==> config.mk <==
export PLATFORM = sky130hd
export DESIGN_NAME = dmr_readback_bank
export DESIGN_NICKNAME = d
export VERILOG_FILES = /design/src/hdl/dmr_pkg.sv /design/src/hdl/dmr_mem_if.sv /design/src/hdl/dmr_readback_bank.sv /design/src/hdl/dmr_result_store.sv
export SDC_FILE = /design/constraint.sdc
export NUM_CORES = 1
export LEC_CHECK = 0
export BUFFER_PORTS_ARGS = -buffer_cell sky130_fd_sc_hd__buf_2
export CAP_MARGIN = 0
export CORE_MARGIN = 3
export CORE_UTILIZATION = 45
export CTS_CLUSTER_SIZE = 12
export DETAILED_ROUTE_END_ITERATION = 10
export SYNTH_ARGS = -nofsm -noshare
export SYNTH_HDL_FRONTEND = slang
export SYNTH_SLANG_ARGS = --single-unit
==> constraint.sdc <==
create_clock -name clk -period 3 [get_ports clk]
set_input_delay 0.6 -clock clk [delete_from_list [all_inputs] [get_ports clk]]
set_output_delay 0.6 -clock clk [all_outputs]
set_load 0.01 [all_outputs]
==> src/hdl/dmr_pkg.sv <==
// register map, field positions, reset values and channel codes of the
// diagnostic monitor readback bank.
// assumes an 8-bit device register port and 12-bit converter results.
package dmr_pkg;
    // widths
    localparam int DMR_AW = 8;
    localparam int DMR_DW = 8;
    localparam int DMR_RW = 12;
    localparam int DMR_CW = 4;
    localparam int DMR_SLOTS = 7;
    localparam int DMR_IW = 3;

    // control register and its fields
    localparam logic [7:0] DMR_OFS_CTRL = 8'h55;
    localparam logic [7:0] DMR_CTRL_RESET = 8'h00;
    localparam int DMR_BIT_FREEZE = 0;
    localparam int DMR_BIT_SUBST = 1;
    localparam int DMR_BIT_AUX_FREEZE = 2;
    localparam int DMR_BIT_ROUTE = 3;
    localparam int DMR_CTRL_USED = 4;

    // result split: high byte is result[11:4], low nibble sits in [7:4]
    localparam int DMR_HI_LSB = 4;
    localparam int DMR_NIB_LSB = 4;
    localparam logic [11:0] DMR_RESULT_RESET = 12'h000;

    // per slot: high offset, low offset, fixed channel code
    // slot order: bias level, a pos, a neg, b pos, b neg, die heat, bias current
    localparam logic [7:0] DMR_OFS_HI [DMR_SLOTS] =
        '{8'h58, 8'h62, 8'h64, 8'h66, 8'h68, 8'h6a, 8'h6c};
    localparam logic [7:0] DMR_OFS_LO [DMR_SLOTS] =
        '{8'h59, 8'h63, 8'h65, 8'h67, 8'h69, 8'h6b, 8'h6d};
    localparam logic [3:0] DMR_CODE [DMR_SLOTS] =
        '{4'h1, 4'h6, 4'h7, 4'h8, 4'h9, 4'ha, 4'hb};
    localparam logic [2:0] DMR_SLOT_TEMP = 3'h5;

    // answer on an unmapped read
    localparam logic [7:0] DMR_RD_UNMAPPED = 8'h00;
endpackage : dmr_pkg

==> src/hdl/dmr_mem_if.sv <==
// carrier between the readback bank and its result store.
// assumes one clock; write and read share no ordering beyond the edge.
`timescale 1ns/100ps
`default_nettype none
interface dmr_mem_if;
    import dmr_pkg::*;
    logic wr_en;
    logic [DMR_IW-1:0] wr_idx;
    logic [DMR_RW-1:0] wr_data;
    logic rd_en;
    logic [DMR_IW-1:0] rd_idx;
    logic [DMR_RW-1:0] rd_data;

    modport ctrl (output wr_en, wr_idx, wr_data, rd_en, rd_idx, input rd_data);
    modport store (input wr_en, wr_idx, wr_data, rd_en, rd_idx, output rd_data);
endinterface : dmr_mem_if
`default_nettype wire

==> src/hdl/dmr_readback_bank.sv <==
// diagnostic monitor readback bank: control register and result registers.
// assumes converter results arrive on this clock as one-cycle strobes.
//
// Contract
// while the converter freeze bit is 1 converter results stop updating, else they refresh.
// while the aux freeze bit is 1 aux converter data stop updating, else they refresh.
// the route bit set places aux converter data into the monitor result registers.
// the substitute bit set enables the temperature value override, clear disables it.
// control bits 7 to 4 read zero and all four control bits reset to 0.
// each high register shows result bits 11 to 4, read-only, reset zero.
// each low register shows result bits 3 to 0 in bits 7 to 4, read-only, reset zero.
// bias level sits at 0x58 and 0x59 with channel code 0001b.
// output a positive sits at 0x62 and 0x63 with channel code 0110b.
// output a negative sits at 0x64 and 0x65 with channel code 0111b.
// output b positive sits at 0x66 and 0x67 with channel code 1000b.
// output b negative sits at 0x68 and 0x69 with channel code 1001b.
// die temperature sits at 0x6a and 0x6b with channel code 1010b.
// bias load current sits at 0x6c and 0x6d with channel code 1011b.
// byte and nibble freeze together and updating resumes with the next result.
// software freezes, reads both halves, then releases the freeze bit.
`timescale 1ns/100ps
`default_nettype none
module dmr_readback_bank (
    // clock and reset
    input wire logic clk,
    input wire logic reset_n,
    input wire logic clk_en,
    // device register port
    input wire logic [dmr_pkg::DMR_AW-1:0] reg_addr,
    input wire logic reg_wr,
    input wire logic [dmr_pkg::DMR_DW-1:0] reg_wdata,
    input wire logic reg_rd,
    output logic [dmr_pkg::DMR_DW-1:0] reg_rdata,
    output logic reg_rvalid,
    // main converter results
    input wire logic conv_valid,
    input wire logic [dmr_pkg::DMR_CW-1:0] conv_channel,
    input wire logic [dmr_pkg::DMR_RW-1:0] conv_data,
    // auxiliary converter results
    input wire logic aux_valid,
    input wire logic [dmr_pkg::DMR_CW-1:0] aux_channel,
    input wire logic [dmr_pkg::DMR_RW-1:0] aux_data,
    // temperature substitute value
    input wire logic [dmr_pkg::DMR_RW-1:0] temp_substitute_data,
    // control state towards the analog side
    output logic freeze_converter_readback,
    output logic temperature_value_substitute,
    output logic freeze_aux_converter_readback,
    output logic route_aux_converter_to_monitor
);
    import dmr_pkg::*;

    dmr_mem_if mem_if ();

    logic [DMR_SLOTS-1:0] hit_hi;
    logic [DMR_SLOTS-1:0] hit_lo;
    logic [DMR_SLOTS-1:0] code_hit;
    logic hit_ctrl;
    logic [DMR_IW-1:0] rd_slot;
    logic [DMR_IW-1:0] src_slot;
    logic src_known;
    logic src_valid;
    logic [DMR_CW-1:0] src_channel;
    logic [DMR_RW-1:0] src_data;
    logic src_frozen;
    logic rd_pend;
    logic rd_was_lo;
    logic rd_was_ctrl;
    logic rd_was_map;
    logic [DMR_IW-1:0] rd_slot_q;

    // address and channel decode, one comparator set per slot
    for (genvar s = 0; s < DMR_SLOTS; s++) begin : g_slot
        assign hit_hi[s] = (reg_addr == DMR_OFS_HI[s]);
        assign hit_lo[s] = (reg_addr == DMR_OFS_LO[s]);
        assign code_hit[s] = (src_channel == DMR_CODE[s]);
    end
    assign hit_ctrl = (reg_addr == DMR_OFS_CTRL);

    // one-hot to index for register reads and incoming results
    always_comb begin
        rd_slot = '0;
        src_slot = '0;
        for (int i = 0; i < DMR_SLOTS; i++) begin
            if (hit_hi[i] || hit_lo[i]) begin
                rd_slot = DMR_IW'(i);
            end
            if (code_hit[i]) begin
                src_slot = DMR_IW'(i);
            end
        end
    end
    assign src_known = |code_hit;

    // control register; reserved upper bits are never stored
    always_ff @(posedge clk or negedge reset_n) begin
        if (!reset_n) begin
            freeze_converter_readback <= DMR_CTRL_RESET[DMR_BIT_FREEZE];
            temperature_value_substitute <= DMR_CTRL_RESET[DMR_BIT_SUBST];
            freeze_aux_converter_readback <= DMR_CTRL_RESET[DMR_BIT_AUX_FREEZE];
            route_aux_converter_to_monitor <= DMR_CTRL_RESET[DMR_BIT_ROUTE];
        end else if (clk_en && reg_wr && hit_ctrl) begin
            freeze_converter_readback <= reg_wdata[DMR_BIT_FREEZE];
            temperature_value_substitute <= reg_wdata[DMR_BIT_SUBST];
            freeze_aux_converter_readback <= reg_wdata[DMR_BIT_AUX_FREEZE];
            route_aux_converter_to_monitor <= reg_wdata[DMR_BIT_ROUTE];
        end
    end

    // source select: route bit picks aux or main results and the matching freeze
    always_comb begin
        if (route_aux_converter_to_monitor) begin
            src_valid = aux_valid;
            src_channel = aux_channel;
            src_data = aux_data;
            src_frozen = freeze_aux_converter_readback;
        end else begin
            src_valid = conv_valid;
            src_channel = conv_channel;
            src_data = conv_data;
            src_frozen = freeze_converter_readback;
        end
    end

    // store write; a frozen source writes nothing so byte and nibble stay paired
    // while the substitute bit is set, the substitute value refreshes the temperature slot whenever the source is not frozen and no result lands
    always_comb begin
        mem_if.wr_en = 1'b0;
        mem_if.wr_idx = src_slot;
        mem_if.wr_data = src_data;
        if (!src_frozen) begin
            if (src_valid && src_known) begin
                mem_if.wr_en = 1'b1;
                if (temperature_value_substitute && src_slot == DMR_SLOT_TEMP) begin
                    mem_if.wr_data = temp_substitute_data;
                end
            end else if (temperature_value_substitute) begin
                mem_if.wr_en = 1'b1;
                mem_if.wr_idx = DMR_SLOT_TEMP;
                mem_if.wr_data = temp_substitute_data;
            end
        end
    end

    // read request into the store; the answer follows two edges later
    assign mem_if.rd_en = reg_rd && (|hit_hi || |hit_lo);
    assign mem_if.rd_idx = rd_slot;

    // read bookkeeping for the second stage
    always_ff @(posedge clk or negedge reset_n) begin
        if (!reset_n) begin
            rd_pend <= 1'b0;
            rd_was_lo <= 1'b0;
            rd_was_ctrl <= 1'b0;
            rd_was_map <= 1'b0;
            rd_slot_q <= '0;
        end else if (clk_en) begin
            rd_pend <= reg_rd;
            rd_was_lo <= |hit_lo;
            rd_was_ctrl <= hit_ctrl;
            rd_was_map <= |hit_hi || |hit_lo;
            rd_slot_q <= rd_slot;
        end
    end

    // read data; result registers are read-only and writes to them vanish
    always_ff @(posedge clk or negedge reset_n) begin
        if (!reset_n) begin
            reg_rdata <= DMR_RD_UNMAPPED;
            reg_rvalid <= 1'b0;
        end else if (clk_en) begin
            reg_rvalid <= rd_pend;
            if (rd_pend) begin
                if (rd_was_ctrl) begin
                    reg_rdata <= {4'h0, route_aux_converter_to_monitor,
                                  freeze_aux_converter_readback,
                                  temperature_value_substitute,
                                  freeze_converter_readback};
                end else if (rd_was_map && rd_was_lo) begin
                    // nibble over fixed code
                    reg_rdata <= {mem_if.rd_data[DMR_NIB_LSB-1:0],
                                  DMR_CODE[rd_slot_q]};
                end else if (rd_was_map) begin
                    reg_rdata <= mem_if.rd_data[DMR_RW-1:DMR_HI_LSB];
                end else begin
                    reg_rdata <= DMR_RD_UNMAPPED;
                end
            end
        end
    end

    dmr_result_store #(
        .DEPTH(DMR_SLOTS)
    ) u_store (
        .clk(clk),
        .reset_n(reset_n),
        .clk_en(clk_en),
        .mem(mem_if)
    );

    // helper: last value written to each slot's view, for read checks
    logic [DMR_RW-1:0] shadow [DMR_SLOTS];
    always_ff @(posedge clk or negedge reset_n) begin
        if (!reset_n) begin
            for (int i = 0; i < DMR_SLOTS; i++) begin
                shadow[i] <= DMR_RESULT_RESET;
            end
        end else if (clk_en && mem_if.wr_en) begin
            shadow[mem_if.wr_idx] <= mem_if.wr_data;
        end
    end
endmodule : dmr_readback_bank
`default_nettype wire

==> src/hdl/dmr_result_store.sv <==
// small store of the 12-bit monitor results, one word per channel slot.
// assumes a single clock; read data come out of a register one edge later.
`timescale 1ns/100ps
`default_nettype none
module dmr_result_store
    import dmr_pkg::*;
#(
    parameter int DEPTH = DMR_SLOTS
) (
    // clock and reset
    input wire logic clk,
    input wire logic reset_n,
    input wire logic clk_en,
    // access
    dmr_mem_if.store mem
);
    logic [DMR_RW-1:0] word [DEPTH];

    // one whole word per write keeps byte and nibble coherent
    always_ff @(posedge clk or negedge reset_n) begin
        if (!reset_n) begin
            for (int i = 0; i < DEPTH; i++) begin
                word[i] <= DMR_RESULT_RESET;
            end
        end else if (clk_en && mem.wr_en) begin
            word[mem.wr_idx] <= mem.wr_data;
        end
    end

    // registered read port
    always_ff @(posedge clk or negedge reset_n) begin
        if (!reset_n) begin
            mem.rd_data <= DMR_RESULT_RESET;
        end else if (clk_en && mem.rd_en) begin
            mem.rd_data <= word[mem.rd_idx];
        end
    end
endmodule : dmr_result_store
`default_nettype wire

==> summary.md <==
| Metric | Value |
|---|---|
| Status | completed |
| RSZ-0062 raised after global routing | no |
| Worst R2R Setup Slack | 0.27 ns |
| Worst-path fanout max | 27 |
| CP startpoint | route_aux_converter_to_monitor$_DFFE_PN0P_ |
| CP Cell Sequence | mux2i_1 -> nand2_1 -> or4_4 -> o31a_1 -> o31ai_1 |
| Max Cap Viol | 0 |
| Critical path startpoint category | flip-flop |
| Syn Nets | 745 |
| Finish-stage setup viols | 0 |
| GRT Total Usage | 24.7% |
| Netlist cell types | 47 |
| Switching Power | 0.00130 W |
| Clock slew seen by the registers of the worst setup and hold paths | 0.05 ns |
| Reg2reg start | route_aux_converter_to_monitor$_DFFE_PN0P_ |
| Drt first pass iters | 5 |
| Placer Congestion | 0.862 |
| WL final | 19,700 um |
| Seq/Total Area, Yosys | 44.2% |
| N_diodes | 0 |
| Final Max Slew Viols | 0 |
| Worst min path class | input pin to asynchronous set/reset pin |
| GRT overflow | 0 |
| Setup TNS | 0 ns |
| Pwr dens | 594 mW/mm^2 |
| Final hold viol count | 0 |
| Worst-path cell with the longest stage delay | dfrtp_2 |
| Hold_buf cts | 0 |
| Post-CTS setup repair buffer count | 0 |
| Skew final | 0.00777 ns |
| DIE HEIGHT | 127 um |
| Hold slack | 0.134 ns |
| Most instantiated library cell after synthesis | o31ai_1 |
| Initial antenna violation count | 0 |
| Net Sw Frac | 28.1% |
| Routed length per instance | 20.8 um |
| Total number of yosys warnings | 0 |
| Initial DRC Count | 592 |
| Clock power frac | 39.7% |
| Top cells by area, synth | dfrtp_1 44%, o31ai_1 18%, a2111oi_4 4.2% |
| Slew headroom | 32.7% |
| Tcrit/Tclk final | 91.0% |
| Commonest cells post-synth | 157 x o31ai_1, 116 x dfrtp_1, 66 x nand2_1 |
| Starting Density | 46.6% |
| # nets final | 821 |
| Seq pwr share | 43.0% |
| Length in cells of the worst reg-to-reg path | 5 |
| Full die area | 0.0161 mm^2 |
| Maximum clock path buffer count | 2 |
| IO buf count | 75 |
| Root buffer cell | clkbuf_16 |
| Global-route wire length before repair | 31,500 um |
| CTS tree | done |
| I/O pins | 80 |
| Leakage | 3.25 nW |
| Final min period | 2.73 ns |
| Total CTS buffers | 17 |
| Hpwl dp | 13,900 um |
| Worst Tran Pin Value | 1.01 ns |
| Gate Count Post-Synth | 675 |
| Post-route DRC violation count | 0 |
| Clock latency on the worst-skew pair | 0.42 ns |
| RR Endpoint | u_store.word[23]$_DFFE_PN0P_ |
| Crit. End Element | flip-flop |
| Die extent in x | 127 um |
| Num rows | 43 |
| Syn_area_per_cell | 9.73 um^2 |
| EDFF count, synth | 0 |
| Worst path max stage delay | 0.61 ns |
| Crit Path Category | flip-flop to flip-flop |
| Vias per cell | 6.31 |
| Post-synth ARST share | 100% |
| Worst path required time | 3.32 ns |
| Seq cells post-synth | 116 |
| Num Clock Sinks | 116 |
| Yosys top cell area share | 44.2% |
| Combinational fraction of design power | 17.3% |
| Fmax | 0.366 GHz |
| Area Overhead vs Synth | 18.8% |
| Primary FF master, synth | dfrtp_1 |
| Proportion of layout cells with a drive suffix above 1 | 24.0% |
| DRT antenna net count | 0 |
| P_int | 0.00333 W |
| Arr. time, crit path | 3.05 ns |
| Core area | 0.0141 mm^2 |
| Vias in the first global route | 5,893 |
| Vias | 5,959 |
| Post-synth top area cell | dfrtp_1 |
| H-tree levels | 4 |
| Syn Std Cell Area | 0.00657 mm^2 |
| Cts repair resizes | 0 |
| Pwr Total | 0.00464 W |
| Peak VDD IR | 403 uV |
| Largest net degree at the start of global routing | 42 |
[how the worst max path moves through the flow]
stage | slack [ns] | depth (start not counted) | to
final | 0.27 | 5 | u_store.word[23]$_DFFE_PN0P_
after detailed placement | 0.14 | 7 | u_store.word[10]$_DFFE_PN0P_
after global placement | 0.25 | 7 | u_store.word[10]$_DFFE_PN0P_
after CTS | 0.31 | 5 | u_store.word[23]$_DFFE_PN0P_
after floorplan | 0.60 | 8 | u_store.word[25]$_DFFE_PN0P_
after global routing | 0.15 | 6 | u_store.word[20]$_DFFE_PN0P_
[sequential cells by signal, summed over array words and instances, names as in the netlist, 3 cells and up]
name / flops
rd_slot_q: 3
reg_rdata: 8
u_store.word: 84
u_store.mem.rd_data: 12
[critical path, delay by kind of cell, from the launching register on]
| family | cells | cell delay [ns] |
|---|---|---|
| flip-flops | 1 | 0.61 |
| AND/OR/NAND/NOR | 2 | 0.70 |
| multiplexers | 1 | 0.45 |
| AO/OA/AOI/OAI | 2 | 0.87 |
[stage by stage]
stage | instances | area, um^2 | utilization (%) | setup slack, ns
after floorplan | 675 | 6570 | - | 0.597
after global placement | 912 | 7270 | 51.5 | 0.253
after detailed placement | 912 | 7270 | 51.5 | 0.143
after CTS | 944 | 7800 | 55.4 | 0.311
after global routing | 944 | 7800 | 55.4 | 0.153
final | 944 | 7800 | 55.4 | 0.270
[power groups by stage]
stage / logic (W) / registers (W) / clock network (W)
floorplan: 0.000547 / 0.00196 / 0
global placement: 0.000767 / 0.00200 / 0
detailed placement: 0.000795 / 0.00201 / 0
CTS: 0.000800 / 0.00199 / 0.00185
global route: 0.000900 / 0.00202 / 0.00194
finish: 0.000803 / 0.00199 / 0.00184
[cells by family after synthesis]
family | count (synthesis) | synth area share, %
XOR/XNOR | 2 | 0.267
multiplexers | 19 | 3.12
flip-flops | 116 | 44.2
AND/OR/NAND/NOR | 174 | 13.9
AO/OA/AOI/OAI | 289 | 33.1
adder cells (fa/ha/maj) | 3 | 0.571
buffers and inverters | 72 | 4.86
[per-layer routing]
metal / share of wire, % / vias to the layer above / global-route usage [%]
met5: 0 / - / 0
met3: 6.9 / 22 / 3.92
li1: - / 2764 / -
met1: 44 / 2902 / 34.4
met4: 1.1 / 0 / 7.00
met2: 48 / 271 / 40.1
[cell usage in the layout, fill, tap and decap left out, types with 3 or more instances in the layout]
cell       Yosys  layout
dfrtp_1      116     115
clkinv_2       0       4
o31ai_1      157     157
ha_1           3       3
o21ai_0       51      51
mux2_2         8       8
buf_4          0      48
buf_2          9      74
nand4_1       13      13
clkbuf_8       0       5
and3_1         3       3
clkbuf_16      0      17
and2_1         3       3
nand3_1       41      41
a21oi_1       43      43
mux2i_1       10      10
nor2_1         6       6
or3_4          5       5
inv_1          6       6
nor2b_1       14      14
nand2_1       66      66
nand2b_1       5       5
or2_2          3       3
a2111oi_4     10      10
clkbuf_1      47       6
o311ai_0      13      12
[cell type report]
cell class              instances  area (um^2)
well taps                     180          225
inverters                       6         22.5
flip-flops and latches        116         2900
multi-input cells             487         3360
fillers                      1319         6290
clock buffers                  28          517
repair buffers                123          751
clock inverters                 4         20.0
No activity file was read; power rests on OpenSTA's default activity.
